**config.mk**
```make
export PLATFORM = sky130hd
export DESIGN_NAME = quad_pot_host
export DESIGN_NICKNAME = d
export VERILOG_FILES = /design/src/quad_pot_pkg.sv /design/src/quad_pot_host.sv
export SDC_FILE = /design/constraint.sdc
export NUM_CORES = 1
export LEC_CHECK = 0
export BUFFER_PORTS_ARGS = -buffer_cell sky130_fd_sc_hd__buf_4
export CAP_MARGIN = 20
export CORE_ASPECT_RATIO = 0.9
export CORE_UTILIZATION = 29
export DETAILED_ROUTE_END_ITERATION = 10
export PLACE_DENSITY = 0.45
export SKIP_CTS_REPAIR_TIMING = 1
export SLEW_MARGIN = 5
export SYNTH_ARGS = -nofsm -noshare
export SYNTH_HDL_FRONTEND = slang
export SYNTH_SLANG_ARGS = --single-unit
```
**constraint.sdc**
```tcl
create_clock -name aclk -period 2.2 [get_ports aclk]
set_input_delay 0.44 -clock aclk [delete_from_list [all_inputs] [get_ports aclk]]
set_output_delay 0.44 -clock aclk [all_outputs]
set_load 0.02 [all_outputs]
```
**src/quad_pot_pkg.sv**
```systemverilog
// constants, register map and states of the quad potentiometer serial host
package quad_pot_pkg;
    // register bus geometry
    localparam int          ADDR_W          = 4;
    localparam int          DATA_W          = 32;
    localparam logic [3:0]  CMD_OFS         = 4'h0;
    localparam logic [3:0]  STATUS_OFS      = 4'h4;
    localparam logic [3:0]  CONFIG_OFS      = 4'h8;
    localparam logic [1:0]  RESP_OKAY       = 2'h0;
    localparam logic [1:0]  RESP_SLVERR     = 2'h2;
    // command register fields
    localparam int          CMD_OP_LSB      = 0;
    localparam int          CMD_BANK_LSB    = 4;
    localparam int          CMD_POT_LSB     = 6;
    localparam int          CMD_DATA_LSB    = 8;
    localparam int          CMD_STEPS_LSB   = 16;
    localparam int          CMD_DIR_BIT     = 24;
    localparam logic [31:0] CMD_RESET       = 32'h0000_0000;
    // status register fields
    localparam int          ST_BUSY_BIT     = 0;
    localparam int          ST_DONE_BIT     = 1;
    localparam int          ST_REJECT_BIT   = 2;
    localparam int          ST_NVWRITE_BIT  = 3;
    localparam int          ST_RX_LSB       = 8;
    // config register fields
    localparam int          CFG_ADDR_LSB    = 0;
    localparam logic [1:0]  CFG_ADDR_RESET  = 2'h0;
    // opcodes carried in the upper nibble of the second frame byte
    localparam logic [3:0]  OP_RD_WIPER     = 4'h9;
    localparam logic [3:0]  OP_WR_WIPER     = 4'hA;
    localparam logic [3:0]  OP_RD_STORED    = 4'hB;
    localparam logic [3:0]  OP_WR_STORED    = 4'hC;
    localparam logic [3:0]  OP_TO_WIPER     = 4'hD;
    localparam logic [3:0]  OP_TO_STORED    = 4'hE;
    localparam logic [3:0]  OP_STEP         = 4'h2;
    localparam logic [3:0]  OP_ALL_TO_WIPER = 4'h1;
    localparam logic [3:0]  OP_ALL_TO_STORE = 4'h8;
    // frame lengths in serial clock pulses
    localparam logic [8:0]  HEAD_BITS       = 9'h010;
    localparam logic [8:0]  DATA_BITS       = 9'h018;
    // serial clock timing
    localparam int          CLK_PERIOD_NS   = 100;
    localparam int          SCK_PERIOD_NS   = 800;
    localparam int          SCK_HALF_CYCLES = (SCK_PERIOD_NS + 2 * CLK_PERIOD_NS - 1) / (2 * CLK_PERIOD_NS);
    // link sequencer states
    typedef enum logic [3:0] {
        LK_IDLE   = 4'b0001,
        LK_LOW    = 4'b0010,
        LK_HIGH   = 4'b0100,
        LK_FINISH = 4'b1000
    } link_state_t;
endpackage
```
**src/quad_pot_host.sv**
```systemverilog
// serial host for the quad potentiometer with an axi4-lite command port
//
// The implementer's own choices: the placing of the registers and the AXI4-Lite register port.
`timescale 1ns/1ps

module quad_pot_host
    import quad_pot_pkg::*;
#(
    parameter int         HALF_CYCLES    = SCK_HALF_CYCLES,
    parameter logic [3:0] DEVICE_TYPE_ID = 4'hA  // arbitrary value
) (
    // clock, reset, enable
    input  wire logic              aclk,
    input  wire logic              aresetn,
    input  wire logic              ce,
    // axi4-lite write channels
    input  wire logic [ADDR_W-1:0] s_axi_awaddr,
    input  wire logic              s_axi_awvalid,
    output logic                   s_axi_awready,
    input  wire logic [DATA_W-1:0] s_axi_wdata,
    input  wire logic [3:0]        s_axi_wstrb,
    input  wire logic              s_axi_wvalid,
    output logic                   s_axi_wready,
    output logic [1:0]             s_axi_bresp,
    output logic                   s_axi_bvalid,
    input  wire logic              s_axi_bready,
    // axi4-lite read channels
    input  wire logic [ADDR_W-1:0] s_axi_araddr,
    input  wire logic              s_axi_arvalid,
    output logic                   s_axi_arready,
    output logic [DATA_W-1:0]      s_axi_rdata,
    output logic [1:0]             s_axi_rresp,
    output logic                   s_axi_rvalid,
    input  wire logic              s_axi_rready,
    // serial pins
    output logic                   sck,
    output logic                   cs_n,
    output logic                   si,
    input  wire logic              so,
    output logic                   hold_n
);

    // bus state
    logic              aw_held_q, aw_held_d;
    logic [ADDR_W-1:0] awaddr_q,  awaddr_d;
    logic              w_held_q,  w_held_d;
    logic [DATA_W-1:0] wdata_q,   wdata_d;
    logic [3:0]        wstrb_q,   wstrb_d;
    logic              awready_q, awready_d;
    logic              wready_q,  wready_d;
    logic              bvalid_q,  bvalid_d;
    logic [1:0]        bresp_q,   bresp_d;
    logic              arready_q, arready_d;
    logic              rvalid_q,  rvalid_d;
    logic [DATA_W-1:0] rdata_q,   rdata_d;
    logic [1:0]        rresp_q,   rresp_d;
    logic [31:0]       cmd_q,     cmd_d;
    logic [1:0]        chip_addr_q, chip_addr_d;
    logic              cmd_start;
    logic [DATA_W-1:0] status_word;

    // link state
    link_state_t       state_q,   state_d;
    logic [7:0]        timer_q,   timer_d;
    logic [8:0]        bits_q,    bits_d;
    logic [8:0]        total_q,   total_d;
    logic [23:0]       shift_q,   shift_d;
    logic [7:0]        rx_q,      rx_d;
    logic [3:0]        op_q,      op_d;
    logic              step_q,    step_d;
    logic              dir_q,     dir_d;
    logic              done_q,    done_d;
    logic              reject_q,  reject_d;
    logic              nv_q,      nv_d;
    logic              sck_q,     sck_d;
    logic              cs_n_q,    cs_n_d;
    logic              si_q,      si_d;
    logic              so_meta_q;
    logic              so_sync_q;
    logic              hold_n_q;
    logic              half_end;
    logic [7:0]        byte1;
    logic [1:0]        f_bank;
    logic [1:0]        f_pot;
    logic [3:0]        f_op;

    assign status_word = {16'h0000, rx_q, 4'h0, nv_q, reject_q, done_q, (state_q != LK_IDLE)};

    // ------------------------------------------------------------ register bus
    always_comb begin
        aw_held_d   = aw_held_q;
        awaddr_d    = awaddr_q;
        w_held_d    = w_held_q;
        wdata_d     = wdata_q;
        wstrb_d     = wstrb_q;
        bvalid_d    = bvalid_q;
        bresp_d     = bresp_q;
        rvalid_d    = rvalid_q;
        rdata_d     = rdata_q;
        rresp_d     = rresp_q;
        cmd_d       = cmd_q;
        chip_addr_d = chip_addr_q;
        cmd_start   = 1'b0;
        if (s_axi_awvalid && awready_q) begin
            aw_held_d = 1'b1;
            awaddr_d  = s_axi_awaddr;
        end
        if (s_axi_wvalid && wready_q) begin
            w_held_d = 1'b1;
            wdata_d  = s_axi_wdata;
            wstrb_d  = s_axi_wstrb;
        end
        if (bvalid_q && s_axi_bready) begin
            bvalid_d = 1'b0;
        end
        // address and data are both parked before the write takes effect
        if (aw_held_q && w_held_q && !bvalid_q) begin
            aw_held_d = 1'b0;
            w_held_d  = 1'b0;
            bvalid_d  = 1'b1;
            bresp_d   = RESP_OKAY;
            case (awaddr_q)
                CMD_OFS: begin
                    for (int i = 0; i < 4; i++) begin
                        if (wstrb_q[i]) begin
                            cmd_d[i*8 +: 8] = wdata_q[i*8 +: 8];
                        end
                    end
                    cmd_start = 1'b1;
                end
                CONFIG_OFS: begin
                    if (wstrb_q[0]) begin
                        chip_addr_d = wdata_q[CFG_ADDR_LSB +: 2];
                    end
                end
                STATUS_OFS: begin
                    bresp_d = RESP_OKAY;
                end
                default: begin
                    bresp_d = RESP_SLVERR;
                end
            endcase
        end
        if (rvalid_q && s_axi_rready) begin
            rvalid_d = 1'b0;
        end
        if (s_axi_arvalid && arready_q) begin
            rvalid_d = 1'b1;
            rresp_d  = RESP_OKAY;
            case (s_axi_araddr)
                CMD_OFS:    rdata_d = cmd_q;
                STATUS_OFS: rdata_d = status_word;
                CONFIG_OFS: rdata_d = {30'h0000_0000, chip_addr_q};
                default: begin
                    rdata_d = 32'h0000_0000;
                    rresp_d = RESP_SLVERR;
                end
            endcase
        end
        awready_d = !aw_held_d;
        wready_d  = !w_held_d;
        arready_d = !rvalid_d;
    end

    always_ff @(posedge aclk) begin
        if (!aresetn) begin
            aw_held_q   <= 1'b0;
            awaddr_q    <= '0;
            w_held_q    <= 1'b0;
            wdata_q     <= '0;
            wstrb_q     <= 4'h0;
            awready_q   <= 1'b0;
            wready_q    <= 1'b0;
            bvalid_q    <= 1'b0;
            bresp_q     <= RESP_OKAY;
            arready_q   <= 1'b0;
            rvalid_q    <= 1'b0;
            rdata_q     <= '0;
            rresp_q     <= RESP_OKAY;
            cmd_q       <= CMD_RESET;
            chip_addr_q <= CFG_ADDR_RESET;
        end else if (ce) begin
            aw_held_q   <= aw_held_d;
            awaddr_q    <= awaddr_d;
            w_held_q    <= w_held_d;
            wdata_q     <= wdata_d;
            wstrb_q     <= wstrb_d;
            awready_q   <= awready_d;
            wready_q    <= wready_d;
            bvalid_q    <= bvalid_d;
            bresp_q     <= bresp_d;
            arready_q   <= arready_d;
            rvalid_q    <= rvalid_d;
            rdata_q     <= rdata_d;
            rresp_q     <= rresp_d;
            cmd_q       <= cmd_d;
            chip_addr_q <= chip_addr_d;
        end
    end

    // ------------------------------------------------------------ serial link
    assign half_end = (timer_q == 8'(HALF_CYCLES - 1));
    assign f_op     = cmd_d[CMD_OP_LSB +: 4];
    assign f_bank   = cmd_d[CMD_BANK_LSB +: 2];
    assign f_pot    = cmd_d[CMD_POT_LSB +: 2];

    // the host forces the fixed zero fields so software cannot send a malformed frame
    always_comb begin
        case (f_op)
            OP_RD_WIPER, OP_WR_WIPER, OP_STEP: byte1 = {f_op, 2'b00, f_pot};
            OP_ALL_TO_WIPER, OP_ALL_TO_STORE:  byte1 = {f_op, f_bank, 2'b00};
            default:                           byte1 = {f_op, f_bank, f_pot};
        endcase
    end

    always_comb begin
        state_d  = state_q;
        timer_d  = timer_q;
        bits_d   = bits_q;
        total_d  = total_q;
        shift_d  = shift_q;
        rx_d     = rx_q;
        op_d     = op_q;
        step_d   = step_q;
        dir_d    = dir_q;
        done_d   = done_q;
        reject_d = reject_q;
        nv_d     = nv_q;
        sck_d    = sck_q;
        cs_n_d   = cs_n_q;
        si_d     = si_q;
        case (state_q)
            LK_IDLE: begin
                sck_d  = 1'b0;
                cs_n_d = 1'b1;
                // a command written while a frame runs is dropped; status shows busy
                if (cmd_start) begin
                    op_d    = f_op;
                    step_d  = (f_op == OP_STEP);
                    dir_d   = cmd_d[CMD_DIR_BIT];
                    shift_d = {DEVICE_TYPE_ID, 2'b00, chip_addr_q, byte1, cmd_d[CMD_DATA_LSB +: 8]};
                    bits_d  = 9'h000;
                    timer_d = 8'h00;
                    rx_d    = 8'h00;
                    done_d  = 1'b0;
                    nv_d    = 1'b0;
                    case (f_op)
                        OP_RD_WIPER, OP_WR_WIPER, OP_RD_STORED, OP_WR_STORED: begin
                            total_d  = DATA_BITS;
                            reject_d = 1'b0;
                        end
                        OP_TO_WIPER, OP_TO_STORED, OP_ALL_TO_WIPER, OP_ALL_TO_STORE: begin
                            total_d  = HEAD_BITS;
                            reject_d = 1'b0;
                        end
                        OP_STEP: begin
                            total_d  = HEAD_BITS + {1'b0, cmd_d[CMD_STEPS_LSB +: 8]};
                            reject_d = 1'b0;
                        end
                        default: begin
                            reject_d = 1'b1;
                        end
                    endcase
                    if (reject_d == 1'b0) begin
                        state_d = LK_LOW;
                        cs_n_d  = 1'b0;
                        si_d    = shift_d[23];
                    end
                end
            end
            LK_LOW: begin
                timer_d = timer_q + 8'h01;
                if (half_end) begin
                    timer_d = 8'h00;
                    sck_d   = 1'b1;
                    state_d = LK_HIGH;
                end
            end
            LK_HIGH: begin
                timer_d = timer_q + 8'h01;
                if (half_end) begin
                    timer_d = 8'h00;
                    sck_d   = 1'b0;
                    bits_d  = bits_q + 9'h001;
                    shift_d = {shift_q[22:0], 1'b0};
                    // late in the high phase the device's falling-edge output has settled
                    if (bits_q >= HEAD_BITS) begin
                        rx_d = {rx_q[6:0], so_sync_q};
                    end
                    if (bits_d == total_q) begin
                        state_d = LK_FINISH;
                        si_d    = 1'b0;
                    end else begin
                        state_d = LK_LOW;
                        si_d    = (step_q && bits_d >= HEAD_BITS) ? dir_q : shift_q[22];
                    end
                end
            end
            LK_FINISH: begin
                timer_d = timer_q + 8'h01;
                if (half_end) begin
                    timer_d = 8'h00;
                    cs_n_d  = 1'b1;
                    done_d  = 1'b1;
                    // the device's write-in-progress flag is not polled here
                    nv_d    = (op_q == OP_WR_STORED) || (op_q == OP_TO_STORED) || (op_q == OP_ALL_TO_STORE);
                    state_d = LK_IDLE;
                end
            end
            default: begin
                state_d = LK_IDLE;
                cs_n_d  = 1'b1;
                sck_d   = 1'b0;
            end
        endcase
    end

    always_ff @(posedge aclk) begin
        if (!aresetn) begin
            state_q   <= LK_IDLE;
            timer_q   <= 8'h00;
            bits_q    <= 9'h000;
            total_q   <= 9'h000;
            shift_q   <= 24'h00_0000;
            rx_q      <= 8'h00;
            op_q      <= 4'h0;
            step_q    <= 1'b0;
            dir_q     <= 1'b0;
            done_q    <= 1'b0;
            reject_q  <= 1'b0;
            nv_q      <= 1'b0;
            sck_q     <= 1'b0;
            cs_n_q    <= 1'b1;
            si_q      <= 1'b0;
            so_meta_q <= 1'b0;
            so_sync_q <= 1'b0;
            hold_n_q  <= 1'b1;
        end else if (ce) begin
            state_q   <= state_d;
            timer_q   <= timer_d;
            bits_q    <= bits_d;
            total_q   <= total_d;
            shift_q   <= shift_d;
            rx_q      <= rx_d;
            op_q      <= op_d;
            step_q    <= step_d;
            dir_q     <= dir_d;
            done_q    <= done_d;
            reject_q  <= reject_d;
            nv_q      <= nv_d;
            sck_q     <= sck_d;
            cs_n_q    <= cs_n_d;
            si_q      <= si_d;
            so_meta_q <= so;
            so_sync_q <= so_meta_q;
            // pause is never used, so the pin stays released
            hold_n_q  <= 1'b1;
        end
    end

    assign s_axi_awready = awready_q;
    assign s_axi_wready  = wready_q;
    assign s_axi_bvalid  = bvalid_q;
    assign s_axi_bresp   = bresp_q;
    assign s_axi_arready = arready_q;
    assign s_axi_rvalid  = rvalid_q;
    assign s_axi_rdata   = rdata_q;
    assign s_axi_rresp   = rresp_q;
    assign sck           = sck_q;
    assign cs_n          = cs_n_q;
    assign si            = si_q;
    assign hold_n        = hold_n_q;
endmodule

```
-- Yosys cells after proc, flatten, opt, wreduce, memory -nomap -nowiden
Index checks and enable logic that the tools add are counted.
- logic and storage cells: 175
- flip-flop bits (word level): 192
- mux-type cells: 59
- reduce and logical (&&, ||, !) cells: 47
- bitwise gates (word level): 2
- magnitude comparators: 2
- add/sub/neg operators: 3
- equality and inequality tests: 29
- operators with widths (cell ; count):
    $pmux 32 s3 ; 1
    $mux 8 ; 7
    $eq 4x4->1 const B ; 13
    $mux 25 ; 2
    $mux 23 ; 2
    $pmux 23 s2 ; 1
    $pmux 8 s2 ; 2
    $pmux 9 s3 ; 1
    $mux 1 ; 25
    $mux 4 ; 6
    $reduce_and 4->1 ; 6
    $ge 9x5->1 const B ; 2
    $mux 9 ; 2
    $pmux 9 s2 ; 1
    $pmux 4 s4 ; 1
    $eq 4x3->1 const B ; 3
    $ne 2x2->1 const B ; 6
    $reduce_or 3->1 ; 4
    $reduce_and 2->1 ; 5
    $reduce_and 5->1 ; 2
    $add 5x8->9 const A ; 1
    $add 9x1->9 const B ; 1
    $eq 9x9->1 ; 1
    $reduce_and 3->1 ; 3
    other kinds (20) ; 44

-- Logic depth before layout (Yosys ltp)
- depth in word-level cells: 11
- depth in mapped cells: 9
- gate-level depth less buffers: 7

-- Worst setup path before layout
OpenSTA, ideal clock, no wires.
- path type: register to register
- start: register bits_q[1]
- end: register state_q[1]
- arrival time: 2.151 ns
- data required time: 2.109 ns
- cell stages (with the launch flop): 10
- setup time: 0.091 ns
- buffers on the path: 2
- path slack: -0.042 ns
- cells stage by stage: dfxtp_1 > ha_1 > buf_2 > and4_1 > clkbuf_1 > and4_1 > or4_1 > nand4_1 > o21ai_0 > a311oi_1
- cells in the longest elaborated chain, start to end: 5
- RTL lines (what ; RTL line ; source):
    start: declaration ; quad_pot_host.sv:65 ; logic [8:0] bits_q, bits_d;
    start signal: assignment ; quad_pot_host.sv:341 ; bits_q <= bits_d;
    $add 9x1->9 ; quad_pot_host.sv:284 ; bits_d = bits_q + 9'h001;
    $eq 9x9->1 ; quad_pot_host.sv:290 ; if (bits_d == total_q) begin
    $mux 4 ; quad_pot_host.sv:290 ;
    $mux 4 ; quad_pot_host.sv:281 ; if (half_end) begin
    $pmux 4 s4 ; quad_pot_host.sv:232 ; case (state_q)
    end signal: assignment ; quad_pot_host.sv:339 ; state_q <= state_d;
    end: declaration ; quad_pot_host.sv:63 ; link_state_t state_q, state_d;
Every way passes these cells. The select of a mux whose other input is x is not followed.
A chain may end at the register's enable or synchronous reset.

-- Worst setup path in the final report
- start: register bvalid_q, in the netlist s_axi_bvalid
- end: register total_q[8]
- cells in the longest elaborated chain, start to end: 7
- RTL lines (what ; RTL line ; source):
    start: declaration ; quad_pot_host.sv:51 ; logic bvalid_q, bvalid_d;
    start signal: assignment ; quad_pot_host.sv:190 ; bvalid_q <= bvalid_d;
    $logic_not 1->1 (*) ; quad_pot_host.sv:117 ; if (aw_held_q && w_held_q && !bvalid_q) begin
    $logic_and 1x1->1 (*) ; quad_pot_host.sv:117 ;
    parallel branches: the longest is 5 deep, another holds $add 5x8->9 ; - ;
    end signal: assignment ; quad_pot_host.sv:342 ; total_q <= total_d;
    end: declaration ; quad_pot_host.sv:66 ; logic [8:0] total_q, total_d;
Mark *: on every way between the ends.

==> metrics.cfg <==
[pwr]
total_power_mw=7.15
powerDensity_mw_per_mm2=671
power_frac_seq_pct=49.5
clockPowerShare_pct=44.1
leakage_nw=4.07
sw_frac_of_total_pct=24.9
intPower_mw=5.37
ir_worst_vdd_uv=525
p_switching_mw=1.78
combPwrFrac_pct=6.4

[routing]
drtIter0Drc=477
drcViolationCount=2
drt_wl_total_um=25400
final_antenna_net_count=0
drtPass1Iterations=7
vias=7574
via_per_inst=4.86
wl_per_cell_um=16.3

[final_layout]
multi_input_area_mm2=0.00436
fillCellCount=3029
drive_above_1_share_pct=20.7
area_growth_pct=25.4
nets=1208
fin_area_mm2=0.0107
antennaDiodeCount=0
register_area_mm2=0.00380

[global_routing]
grt_pass1_vias=7153
grt_overflow_total=0
grt_pass1_wl_um=40500
antenna_found_initial=0
grt_max_degree=62
grt_util_all_layers_pct=17.4

[die]
rows=59
die_h_um=164
start_util_pct=29.4
die_w_um=182
ios=98
floorplan.die_area_mm2=0.0300
coreArea_mm2=0.0289

[worst_setup_path]
crit_path_end_kind=flip-flop
cp_data_required_time_ns=2.58
path_max_fanout=9
setup.worst_path.class=reg -> reg
start_kind=flip-flop
arrival_ns=2.46

[place]
dp_slack_ns=0.0117
port_buffers=94
placed_cell_area_mm2=0.0100
hpwl_um=17700
routabilityCongestion=0.817

[yosys]
synth-edff-count=0
ys_seq_area_share_pct=44.8
ys_warn_count=0
synth_top_area_share_pct=44.8
syn-cell-area_mm2=0.00849
synth_cell_types=71
synth_area_leaders=dfxtp_1 (45%), nand2_1 (9.0%), a21oi_1 (7.8%)
syn_inst=1043
ys_ff_latch=190
synthArstFlopShare_pct=0
yosysTopAreaCell=dfxtp_1
synth_flop_cell=dfxtp_1
syn_avg_cell_area_um2=8.14

[sta]
fin_crit_ns=2.08
max_freq_mhz=481
fin_tns_setup_ns=0
rsz0062_at_grt=false
finalClockSkew_ns=0.0144
setup_slack_ns=0.121
fin_worst_hold_slack_ns=0.236
setup_viol=0
hold_viol_final=0
finalCritPeriodShare_pct=94.5
drv_slew=0

[worst_hold_path]
min_path_type=in -> reg

[clock_tree]
clk_pin_slew_ns=0.08
numCtsBuffers=17
tritoncts=built
clk_latency_ns=0.45
root_buffer=clkbuf_16
clock_path_buffers=2
ctsHtreeMaxLevel=4
clock-sinks=190

[status]
status=complete, but fails checks
failed_checks=DRC

[run]
drv_cap=0

==> area by class of cell <==
cell class                 count  area share (%)
clock buffer                  17            3.99
clock inverter                14            1.50
sequential                   190            35.7
timing repair buffer         169            12.8
multi-input combinational    760            40.9
inverter                      13           0.482
tap                          396            4.65
==> path summary, 6_finish.rpt <==
kind / from / slack [ns] / depth (start not counted) / end
worst min register to register: shift_q[0]$_SDFFE_PN0P_ / 0.45 / 2 / shift_q[0]$_SDFFE_PN0P_
worst max register to register: s_axi_bvalid$_SDFFE_PN0P_ / 0.12 / 8 / total_q[8]$_SDFFE_PN0P_
worst max-delay path: s_axi_bvalid$_SDFFE_PN0P_ / 0.12 / 8 / total_q[8]$_SDFFE_PN0P_
worst min-delay path: s_axi_awaddr[1] / 0.24 / 3 / awaddr_q[1]$_SDFFE_PN0P_
==> critical path, stage by stage, from the launching register on <==
cell and delay (ns):
dfxtp_1 0.32, nor4bb_2 0.27, buf_4 0.22, nand3_4 0.16
or3_1 0.39, a211oi_4 0.27, buf_12 0.16, a32oi_1 0.10
nor2_1 0.10
==> synth_stat cells, types with 5 or more instances <==
library cell,n
or3_1,8
nand3b_1,6
a21oi_1,132
and3_1,6
nand3_1,51
mux2_2,7
mux2i_1,44
xor2_1,11
a22oi_1,8
a31oi_1,5
buf_2,11
o21ai_0,30
clkbuf_1,60
dfxtp_1,190
o211ai_1,14
a22o_1,10
nor2_1,92
nand4_1,8
nand2_1,204
inv_1,12
xnor2_1,14
a211oi_1,24
nor3_1,6
a311oi_1,6
==> logic make-up (layout without fill, tap and decap cells) <==
| group | Yosys count | count (layout) | share of synthesized area (%) |
|---|---|---|---|
| other cells | 2 | 3 | 0.0884 |
| fa+ha+maj | 4 | 4 | 0.589 |
| xor+xnor | 25 | 25 | 2.58 |
| flops | 190 | 190 | 44.8 |
| simple gates | 418 | 418 | 22.5 |
| mux | 51 | 51 | 6.11 |
| buf+inv | 94 | 213 | 4.60 |
| compound gates | 259 | 259 | 18.8 |
==> power by group through the flow <==
| stage | Sequential [mW] | Clock, mW | Combinational (mW) |
|---|---|---|---|
| 2_1_floorplan | 3.60 | 0 | 0.242 |
| 3_3_place_gp | 3.62 | 0 | 0.456 |
| 3_5_place_dp | 3.62 | 0 | 0.455 |
| 4_1_cts | 3.54 | 3.25 | 0.458 |
| 5_1_grt | 3.55 | 3.40 | 0.503 |
| 6_report | 3.54 | 3.16 | 0.457 |
==> sequential cells by signal, summed over array words and instances (netlist names), 2 cells and up <==
signal,cells
state_q,4
timer_q,8
cmd_q,32
total_q,9
shift_q,23
wstrb_q,4
rx_q,8
wdata_q,32
awaddr_q,4
chip_addr_q,2
s_axi_rdata,32
op_q,4
bits_q,9
==> cells in the final DEF, fill, tap and decap left out, types with 4 or more instances in the layout <==
cell type	instances
or3_1	8
and3_2	4
buf_12	7
a22oi_1	8
inv_6	4
nand2_1	203
nor2b_1	4
buf_4	161
clkbuf_16	17
a31oi_1	4
xor2_1	11
o211ai_1	14
o21ai_0	28
mux2_2	7
mux2i_1	43
a211oi_1	24
nand3b_1	6
a211o_1	4
dfxtp_1	189
nand3_1	51
a21oi_1	132
xnor2_1	14
and3_1	5
nand4_1	8
a22o_1	10
nor2_1	92
inv_1	12
a311oi_1	6
nor3_1	6
==> routing by layer <==
layer	vias up	routed length (µm)	global-route usage [%]
li1	3841	-	-
met3	11	1050	3.17
met5	-	0	0
met1	3570	13100	25.1
met4	0	175	4.01
met2	152	11100	26.8
==> per-stage QoR <==
| step | utilization (%) | instances |
|---|---|---|
| floorplan | - | 1044 |
| global placement | 34.7 | 1527 |
| detailed placement | 34.7 | 1527 |
| CTS | 36.8 | 1558 |
| global route | 36.9 | 1559 |
| finish | 36.9 | 1559 |
No activity file was read; power rests on OpenSTA's default activity.
